### config.mk
export PLATFORM = sky130hd
export DESIGN_NAME = orh_hazard_unit
export DESIGN_NICKNAME = d
export VERILOG_FILES = /design/src/logic/orh_pkg.sv /design/src/logic/orh_lat_track.sv /design/src/logic/orh_hazard_unit.sv
export SDC_FILE = /design/constraint.sdc
export NUM_CORES = 1
export LEC_CHECK = 0
export ABC_AREA = 1
export BUFFER_PORTS_ARGS = -buffer_cell sky130_fd_sc_hd__buf_2
export CORE_MARGIN = 1
export CORE_UTILIZATION = 23
export CTS_CLUSTER_DIAMETER = 50
export DETAILED_ROUTE_END_ITERATION = 7
export PLACE_DENSITY_LB_ADDON = 0.12
export RECOVER_POWER = 25
export SYNTH_ARGS = -nofsm -noshare
export SYNTH_HDL_FRONTEND = slang
export SYNTH_HIERARCHICAL = 1
export SYNTH_SLANG_ARGS = --single-unit
### constraint.sdc
create_clock -name i_clk -period 2.92 [get_ports i_clk]
set_input_delay 0.146 -clock i_clk [delete_from_list [all_inputs] [get_ports i_clk]]
set_output_delay 0.146 -clock i_clk [all_outputs]
set_load 0.05 [all_outputs]
### src/logic/orh_pkg.sv
package orh_pkg;

    // Tracked latency channels
    localparam int ORH_NCH    = 4;
    localparam int CH_TEMP    = 0;
    localparam int CH_ARP     = 1;
    localparam int CH_SP_PUSH = 2;
    localparam int CH_SP_CALL_VIA_ACCUMULATOR = 3;

    // Latencies in instruction slots
    localparam logic [1:0] LAT_ZERO         = 2'h0;
    localparam logic [1:0] LAT_TEMP_DELAYED = 2'h1;
    localparam logic [1:0] LAT_ARP_LD_STD   = 2'h1;
    localparam logic [1:0] LAT_ARP_OTHER    = 2'h1;
    localparam logic [1:0] LAT_ST0_FROM_ACC = 2'h2;
    localparam logic [1:0] LAT_ST0_POP      = 2'h3;
    localparam logic [1:0] LAT_SP_AGU       = 2'h1;
    localparam logic [1:0] LAT_SP_STORE     = 2'h1;

    // Status fields that carry write-to-use latency
    localparam int FLD_ARP  = 0;
    localparam int FLD_LEGACY_COMPAT_MODE = 1;
    localparam int FLD_CPL  = 2;
    localparam int FLD_DP   = 3;
    localparam int FLD_SXM  = 4;
    localparam int FLD_ASM  = 5;
    localparam int FLD_BLOCK_REPEAT_ACTIVE = 6;
    localparam int ORH_NFLD = 7;

    localparam int ORH_ARP_W = 3;
    localparam int ORH_CNT_W = 16;

    // Register map (byte addresses)
    localparam logic [7:0] ADDR_CTRL   = 8'h00;
    localparam logic [7:0] ADDR_STATUS = 8'h04;
    localparam logic [7:0] ADDR_STATE  = 8'h08;
    localparam logic [7:0] ADDR_COUNT  = 8'h0C;

    // Field positions
    localparam int CTRL_EN_BIT   = 0;
    localparam int STS_BRPT_BIT  = 4;
    localparam int STS_STD_BIT   = 5;
    localparam int ORH_NSTS      = 6;
    localparam int STATE_LEGACY_COMPAT_MODE    = 3;
    localparam int STATE_BLOCK_REPEAT_ACTIVE    = 4;
    localparam int STATE_BUSY    = 8;
    localparam int STATE_MASK    = 16;

    // Reset values
    localparam logic             CTRL_EN_RST = 1'b1;
    localparam logic [ORH_ARP_W-1:0] ARP_RST = 3'h0;
    localparam logic             LEGACY_COMPAT_MODE_RST    = 1'b0;

    localparam logic [2:0] HSIZE_WORD = 3'h2;

    typedef enum logic [1:0] {TWR_NONE, TWR_PROTECTED, TWR_DELAYED} orh_twr_t;
    typedef enum logic [1:0] {ST1_NONE, ST1_PROTECTED, ST1_OTHER} orh_st1wr_t;
    typedef enum logic [2:0] {ARPW_NONE, ARPW_LD_IMM, ARPW_ST0_ACC, ARPW_ST0_POP, ARPW_OTHER} orh_arpwr_t;
    typedef enum logic [1:0] {SPW_NONE, SPW_COPY, SPW_STORE_ACC} orh_spwr_t;

endpackage : orh_pkg

### src/logic/orh_lat_track.sv
`timescale 1ns/1ps
module orh_lat_track
    import orh_pkg::*;
(
    input  wire logic       i_clk,
    input  wire logic       i_rst,
    input  wire logic       i_ce,
    input  wire logic       i_step,
    input  wire logic       i_load,
    input  wire logic [1:0] i_lat,
    input  wire logic       i_use,
    output logic      [1:0] o_count,
    output logic            o_hazard
);

    typedef struct packed {
        logic [1:0] cnt;
        logic       hz;
    } orh_trk_t;

    orh_trk_t st_r;
    orh_trk_t st_nxt;

    // The consumer reads the old count, so a writer that is also a user checks the earlier write
    always_comb begin
        st_nxt    = st_r;
        st_nxt.hz = 1'b0;
        if (i_step) begin
            st_nxt.hz = i_use && (st_r.cnt != LAT_ZERO);
            if (i_load) begin
                st_nxt.cnt = i_lat;
            end else if (st_r.cnt != LAT_ZERO) begin
                st_nxt.cnt = st_r.cnt - 2'h1;
            end
        end
    end

    always_ff @(posedge i_clk or posedge i_rst) begin
        if (i_rst) begin
            st_r <= '0;
        end else if (i_ce) begin
            st_r <= st_nxt;
        end
    end

    assign o_count  = st_r.cnt;
    assign o_hazard = st_r.hz;

endmodule : orh_lat_track

### src/logic/orh_hazard_unit.sv
// Our own choices: the address map and the AHB-Lite register port.
`timescale 1ns/1ps
// How it works
// - Flag temp write followed by shift/bit-test read.
// - Protected temp writes have zero latency.
// - Delayed temp writers need one slot.
// - Only listed temp consumers see latency.
// - Seven status fields carry write-to-use latency.
// - Late status-one write overwrites repeat flag.
// - Flag pointer/compat write before indirect use.
// - Immediate pointer load zero latency in compat.
// - Automatic pointer updates create no hazard.
// - Reset clears pointer select and compat bit.
// - Stack copy-load before push: conflict adds one.
// - Stack store-load needs one before call.
// - Status-zero from accumulator needs two slots.
// - Status-zero pop needs three slots.
module orh_hazard_unit
    import orh_pkg::*;
(
    input  wire logic                 i_clk,
    input  wire logic                 i_rst,
    input  wire logic                 i_ce,
    input  wire logic                 i_hsel,
    input  wire logic [31:0]          i_haddr,
    input  wire logic [1:0]           i_htrans,
    input  wire logic                 i_hwrite,
    input  wire logic [2:0]           i_hsize,
    input  wire logic [31:0]          i_hwdata,
    input  wire logic                 i_hready,
    output logic      [31:0]          o_hrdata,
    output logic                      o_hreadyout,
    output logic                      o_hresp,
    input  wire logic                 i_issue,
    input  wire orh_twr_t             i_temp_wr,
    input  wire logic                 i_temp_use,
    input  wire orh_st1wr_t           i_st1_wr,
    input  wire logic                 i_st1_block_repeat_active_val,
    input  wire logic [ORH_NFLD-1:0]  i_stat_wr_mask,
    input  wire logic                 i_brpt_start,
    input  wire logic                 i_brpt_done,
    input  wire orh_arpwr_t           i_arp_wr,
    input  wire logic [ORH_ARP_W-1:0] i_arp_val,
    input  wire logic                 i_legacy_compat_mode_val,
    input  wire logic                 i_indirect_use,
    input  wire logic [ORH_ARP_W-1:0] i_auto_arp,
    input  wire orh_spwr_t            i_sp_wr,
    input  wire logic                 i_prev_agu_conflict,
    input  wire logic                 i_push,
    input  wire logic                 i_call_via_accumulator,
    output logic                      o_hazard,
    output logic      [ORH_ARP_W-1:0] o_aux_pointer_select,
    output logic                      o_legacy_compat_mode,
    output logic                      o_block_repeat_active
);

    typedef struct packed {
        logic                 ctrl_en;
        logic                 wr_pend;
        logic [7:0]           wr_addr;
        logic [31:0]          hrdata;
        logic [ORH_NSTS-1:0]  sts;
        logic [ORH_CNT_W-1:0] hz_cnt;
        logic [ORH_ARP_W-1:0] aux_pointer_select;
        logic                 legacy_compat_mode;
        logic                 block_repeat_active;
        logic                 late_pend;
        logic                 late_val;
        logic                 brpt_hz;
        logic [ORH_NFLD-1:0]  last_mask;
    } orh_core_t;

    orh_core_t st_r;
    orh_core_t st_nxt;

    logic [ORH_NCH-1:0] trk_load;
    logic [1:0]         trk_lat  [ORH_NCH];
    logic [ORH_NCH-1:0] trk_use;
    logic [1:0]         trk_cnt  [ORH_NCH];
    logic [ORH_NCH-1:0] trk_hz;
    logic [ORH_NCH-1:0] trk_busy;
    logic               arp_touch;
    logic [1:0]         arp_lat;
    logic               ap_take;
    logic [ORH_NSTS-1:0] events;
    logic [ORH_NSTS-1:0] sts_clr;

    // Latency decode per channel
    assign arp_touch = (i_arp_wr != ARPW_NONE) && (i_stat_wr_mask[FLD_ARP] || i_stat_wr_mask[FLD_LEGACY_COMPAT_MODE]);

    always_comb begin
        case (i_arp_wr)
            ARPW_LD_IMM:  arp_lat = st_r.legacy_compat_mode ? LAT_ZERO : LAT_ARP_LD_STD;
            ARPW_ST0_ACC: arp_lat = LAT_ST0_FROM_ACC;
            ARPW_ST0_POP: arp_lat = LAT_ST0_POP;
            ARPW_OTHER:   arp_lat = LAT_ARP_OTHER;
            default:      arp_lat = LAT_ZERO;
        endcase
    end

    always_comb begin
        trk_load[CH_TEMP]    = i_temp_wr != TWR_NONE;
        trk_lat[CH_TEMP]     = (i_temp_wr == TWR_DELAYED) ? LAT_TEMP_DELAYED : LAT_ZERO;
        trk_use[CH_TEMP]     = i_temp_use;
        trk_load[CH_ARP]     = arp_touch;
        trk_lat[CH_ARP]      = arp_lat;
        trk_use[CH_ARP]      = i_indirect_use;
        trk_load[CH_SP_PUSH] = i_sp_wr == SPW_COPY;
        trk_lat[CH_SP_PUSH]  = i_prev_agu_conflict ? LAT_SP_AGU : LAT_ZERO;
        trk_use[CH_SP_PUSH]  = i_push;
        trk_load[CH_SP_CALL_VIA_ACCUMULATOR] = i_sp_wr == SPW_STORE_ACC;
        trk_lat[CH_SP_CALL_VIA_ACCUMULATOR]  = LAT_SP_STORE;
        trk_use[CH_SP_CALL_VIA_ACCUMULATOR]  = i_call_via_accumulator;
    end

    // No interlock: hazards are only reported, the program must schedule around them
    genvar g;
    generate
        for (g = 0; g < ORH_NCH; g++) begin : g_trk
            orh_lat_track u_trk (
                .i_clk    (i_clk),
                .i_rst    (i_rst),
                .i_ce     (i_ce),
                .i_step   (i_issue),
                .i_load   (trk_load[g]),
                .i_lat    (trk_lat[g]),
                .i_use    (trk_use[g]),
                .o_count  (trk_cnt[g]),
                .o_hazard (trk_hz[g])
            );
            assign trk_busy[g] = trk_cnt[g] != LAT_ZERO;
        end
    endgenerate

    assign ap_take = i_hsel && i_htrans[1] && i_hready;
    assign events  = {(!st_r.legacy_compat_mode && (st_r.aux_pointer_select != ARP_RST)), st_r.brpt_hz, trk_hz}
                     & {ORH_NSTS{st_r.ctrl_en}};
    assign sts_clr = (st_r.wr_pend && st_r.wr_addr == ADDR_STATUS) ? i_hwdata[ORH_NSTS-1:0] : '0;

    function automatic logic [31:0] rd_mux(input logic [7:0] a, input orh_core_t s, input logic [ORH_NCH-1:0] b);
        logic [31:0] d;
        d = '0;
        if (a == ADDR_CTRL) begin
            d[CTRL_EN_BIT] = s.ctrl_en;
        end else if (a == ADDR_STATUS) begin
            d[ORH_NSTS-1:0] = s.sts;
        end else if (a == ADDR_STATE) begin
            d[ORH_ARP_W-1:0]                   = s.aux_pointer_select;
            d[STATE_LEGACY_COMPAT_MODE]                      = s.legacy_compat_mode;
            d[STATE_BLOCK_REPEAT_ACTIVE]                      = s.block_repeat_active;
            d[STATE_BUSY+ORH_NCH-1:STATE_BUSY] = b;
            d[STATE_MASK+ORH_NFLD-1:STATE_MASK] = s.last_mask;
        end else if (a == ADDR_COUNT) begin
            d[ORH_CNT_W-1:0] = s.hz_cnt;
        end
        return d;
    endfunction : rd_mux

    always_comb begin
        st_nxt         = st_r;
        st_nxt.brpt_hz = 1'b0;
        // Bus slave: zero wait states, read data registered in the address phase
        st_nxt.wr_pend = ap_take && i_hwrite && (i_hsize == HSIZE_WORD);
        if (ap_take) begin
            st_nxt.wr_addr = i_haddr[7:0];
            st_nxt.hrdata  = rd_mux(i_haddr[7:0], st_r, trk_busy);
        end
        if (st_r.wr_pend) begin
            if (st_r.wr_addr == ADDR_CTRL) begin
                st_nxt.ctrl_en = i_hwdata[CTRL_EN_BIT];
            end
        end
        // Set wins over a clear in the same cycle
        st_nxt.sts = (st_r.sts & ~sts_clr) | events;
        if (st_r.wr_pend && st_r.wr_addr == ADDR_COUNT) begin
            st_nxt.hz_cnt = '0;
        end else if ((|events[STS_BRPT_BIT:0]) && (st_r.hz_cnt != {ORH_CNT_W{1'b1}})) begin
            st_nxt.hz_cnt = st_r.hz_cnt + 16'h0001;
        end
        if (i_issue) begin
            if (i_stat_wr_mask != '0) begin
                st_nxt.last_mask = i_stat_wr_mask;
            end
            // Pointer select and compat bit
            if (arp_touch) begin
                if (i_stat_wr_mask[FLD_ARP]) begin
                    st_nxt.aux_pointer_select = i_arp_val;
                end
                if (i_stat_wr_mask[FLD_LEGACY_COMPAT_MODE]) begin
                    st_nxt.legacy_compat_mode = i_legacy_compat_mode_val;
                end
            end else if (st_r.legacy_compat_mode && i_indirect_use) begin
                st_nxt.aux_pointer_select = i_auto_arp;
            end
            // Repeat flag: late status-one write lands one slot after it issued
            st_nxt.late_pend = 1'b0;
            if (st_r.late_pend) begin
                st_nxt.block_repeat_active    = st_r.late_val;
                st_nxt.brpt_hz = i_brpt_start;
            end else if (i_brpt_start) begin
                st_nxt.block_repeat_active = 1'b1;
            end else if (i_brpt_done) begin
                st_nxt.block_repeat_active = 1'b0;
            end
            if (i_st1_wr == ST1_PROTECTED) begin
                st_nxt.block_repeat_active = i_st1_block_repeat_active_val;
            end else if (i_st1_wr == ST1_OTHER) begin
                st_nxt.late_pend = 1'b1;
                st_nxt.late_val  = i_st1_block_repeat_active_val;
            end
        end
    end

    always_ff @(posedge i_clk or posedge i_rst) begin
        if (i_rst) begin
            st_r         <= '0;
            st_r.ctrl_en <= CTRL_EN_RST;
            st_r.aux_pointer_select     <= ARP_RST;
            st_r.legacy_compat_mode    <= LEGACY_COMPAT_MODE_RST;
        end else if (i_ce) begin
            st_r <= st_nxt;
        end
    end

    assign o_hrdata              = st_r.hrdata;
    assign o_hreadyout           = 1'b1;
    assign o_hresp               = 1'b0;
    assign o_hazard              = (|trk_hz) || st_r.brpt_hz;
    assign o_aux_pointer_select  = st_r.aux_pointer_select;
    assign o_legacy_compat_mode  = st_r.legacy_compat_mode;
    assign o_block_repeat_active = st_r.block_repeat_active;

    logic step;
    assign step = i_ce && i_issue;
endmodule : orh_hazard_unit

==> metrics.md <==
| Metric | Value |
|---|---|
| Crit path max fanout | 23 |
| Port buffer count | 84 |
| Area leader, netlist | dfrtp_1 |
| Total iterations of the first detailed-routing run | 6 |
| Io pins | 147 |
| Max-Cap Viols | 0 |
| Total CTS buffers | 9 |
| Setup TNS | 0 ns |
| Slew Viols, Final | 0 |
| Pwr/cell area | 596 nW/um2 |
| First-pass GRT wire length | 22.0 mm |
| Die Wd | 147 um |
| DRT antenna net count | 0 |
| Hpwl dp | 10.3 mm |
| Final hold slack | 0.0228 ns |
| FP Rows | 52 |
| Routed WL | 13.5 mm |
| Aggregate global routing overflow | 0 |
| CTS Sinks | 82 |
| Core ar. | 20400 um2 |
| Met1 Usage GRT | 0.183 |
| Sequential share of the synthesized area | 0.427 |
| Routed vias | 4297 |
| DRC | 0 |
| Vias in the first global route | 4150 |
| Total GRT Usage | 0.132 |
| Area Growth Syn to Fin | 16.7% |
| Synth cell types | 34 |
| Met3 Use GR | 0.0256 |
| Peak VDD IR | 0.000246 V |
| Syn avg cell area | 7.19 um2 |
| Antenna violations before repair | 0 |
| Drt initial violations | 239 |
| Fillers | 2239 |
| LEAKAGE | 2.81 nW |
| Post-DR wirelength/cell | 13.4 um |
| Root buffer cell | clkbuf_16 |
| M2 GR Usage | 0.205 |
| Setup repair after global routing missed its margin | false |
| Largest net degree at the start of global routing | 40 |
| Synth Area in XOR/XNOR | 0.0128 |
| CTS tree | built |
| Full die area | 21500 um2 |
| Synth warn | 6 |
| Mux cell area share after synthesis | 0 |
| GPL Wtd Cong | 0.776 |
| Layout cells sized above 1 | 0.155 |
| Final hold vios | 0 |
| Routed vias/inst | 4.27 |
| Slew HR | 0.354 |
| Worst slew pin tran | 0.969 ns |
| Number of cells on the worst hold path | 3 |
| Startpoint Class | primary input |
| Syn Inst Count | 668 |
| Worst Skew | 0.0135 ns |
| Die height | 147 um |
| Yosys top cell area share | 0.422 |
| Crit path DAT | 2.27 ns |
| Reg2reg path depth | 10 |
| Register bit count reported by yosys | 82 |
| Crit. End Element | flip-flop |
| # H-tree levels | 3 |
| Post-cts resize count | 0 |
| Final setup vio count | 0 |
| Main combinational cell family by area after synthesis | simple AND/OR/NAND/NOR gates |
| Peak Freq | 491 MHz |
| Skew-Pair Late Insertion Delay | 0.35 ns |
| Initial core utilization | 0.236 |
| Outcome | finished clean |
| Fin util | 0.275 |
| WS Path Type | in2reg |
| CP Data Required Time | 3.16 ns |
| Worst-path clk slew | 0.07 ns |
| Final min period | 2.04 ns |
| Nets | 843 |
| Compound-Gate Fraction of Synth Area | 0.0794 |
| Post-synthesis simple-gate area fraction | 0.334 |
| Tcrit/Tclk final | 0.697 |
| Synth Area in Adders | 0.0130 |
| Max clock buf depth | 2 |
| GR peak layer | met2 |
| Min-Delay Path Class | in2reg |
| Mapped Area | 4800 um2 |
| Synth top area cells | dfrtp_1 42%, nand2_1 18%, nand3_1 7.6%, buf_4 5.8%, inv_1 5.1% |
| Ant diodes | 0 |
-- synthesized netlist by cell type (all sizes together) --
master,number
conb,2
xor2,4
o21ai,52
o211ai,3
o21a,1
or2,2
nand3b,1
nor2,55
inv,74
o31ai,2
a21oi,11
nand3,73
nor3,6
nand4,6
dfstp,1
dfrtp,81
o22ai,1
buf,44
clkbuf,8
nand2,231
ha,5
xnor2,3
nor4,2
-- layout by cell type, fill, tap and decap left out, types with 3 or more instances in the layout --
cell | synthesis | final
nor2_1 | 52 | 52
conb_1 | 2 | 15
dfrtp_1 | 81 | 81
buf_2 | 5 | 65
nand4_1 | 6 | 6
nor3_1 | 4 | 4
nand2_1 | 224 | 224
o211ai_1 | 3 | 3
nand2_2 | 3 | 3
o21ai_0 | 42 | 42
a21oi_2 | 4 | 4
xnor2_1 | 3 | 3
buf_4 | 37 | 3
o21ai_1 | 10 | 10
ha_1 | 5 | 5
clkbuf_1 | 8 | 20
clkbuf_16 | 0 | 9
nand3_1 | 73 | 73
inv_2 | 9 | 10
nand2_4 | 4 | 4
a21oi_1 | 7 | 7
inv_1 | 65 | 64
xor2_1 | 4 | 4
-- worst max-delay path, cell delays in order --
cell	delay (ns)
clkbuf_1	0.28
clkbuf_1	0.77
nand2_1	0.28
inv_1	0.35
nand2_1	0.25
nand2_1	0.11
o21ai_0	0.07
-- logic make-up after synthesis --
| family | Yosys count |
|---|---|
| other | 2 |
| XOR/XNOR | 7 |
| AO/OA/AOI/OAI | 70 |
| adder cells (fa/ha/maj) | 5 |
| flip-flops | 82 |
| AND/OR/NAND/NOR | 376 |
| buffers and inverters | 126 |
-- what timing repair did --
action / CTS / global route
hold endpoints to repair: 13 / 0
hold buffers: 2 / 0
setup buffers: 0 / 0
-- path summary, 6_finish.rpt --
path / start / endpoint / slack (ns)
max: i_ce / st_r[0]$_DFFE_PP0P_ / 0.88
min: i_stat_wr_mask[3] / st_r[3]$_DFFE_PP0P_ / 0.02
max reg2reg: st_r[15]$_DFFE_PP0P_ / st_r[26]$_DFFE_PP0P_ / 1.07
min reg2reg: o_hrdata[1]$_DFFE_PP0P_ / o_hrdata[1]$_DFFE_PP0P_ / 0.48
max in group asynchronous: i_rst / st_r[78]$_DFFE_PP1P_ / 1.61
min in group asynchronous: i_rst / g_trk[2].u_trk/o_hazard$_DFFE_PP0P_ / 0.31
-- state kept, by name, indices dropped and copies added, names as in the netlist --
| register | count |
|---|---|
| o_block_repeat_active | 1 |
| g_trk.u_trk/o_hazard | 4 |
| o_legacy_compat_mode | 1 |
| o_hrdata | 23 |
| o_aux_pointer_select | 3 |
| st_r | 42 |
| g_trk.u_trk/o_count | 8 |
-- report_power, final --
group | leakage [nW] | switching (W) | total, W | internal (W)
clock | 0.149 | 0.000516 | 0.00119 | 0.000678
combinational | 1.60 | 0.000481 | 0.000721 | 0.000240
sequential | 1.06 | 0.000145 | 0.00143 | 0.00128
total | 2.81 | 0.00114 | 0.00334 | 0.00220
-- final cells by class --
class | count | area (um2) | area share
repair buffers | 91 | 463 | 0.0826
clock buffers | 9 | 225 | 0.0402
flip-flops and latches | 82 | 2050 | 0.366
clock inverters | 7 | 83.8 | 0.0149
inverters | 74 | 278 | 0.0495
well taps | 270 | 338 | 0.0602
multi-input cells | 473 | 2170 | 0.386
-- per-stage QoR --
stage | setup WS [ns] | cell area, um2 | cells | total power [W]
2_1_floorplan | 1.01 | 4850 | 681 | 0.00198
3_3_place_gp | 1.00 | 5310 | 988 | 0.00216
3_5_place_dp | 0.984 | 5310 | 988 | 0.00218
4_1_cts | 1.04 | 5640 | 1006 | 0.00340
5_1_grt | 0.646 | 5610 | 1006 | 0.00356
6_report | 0.884 | 5610 | 1006 | 0.00334
-- metal layers --
layer,routed length [um],up-vias
li1,-,2189
met1,6660,2007
met2,6050,85
met3,582,16
met4,182,0
met5,0,-
(Power assumes the default switching activity.)
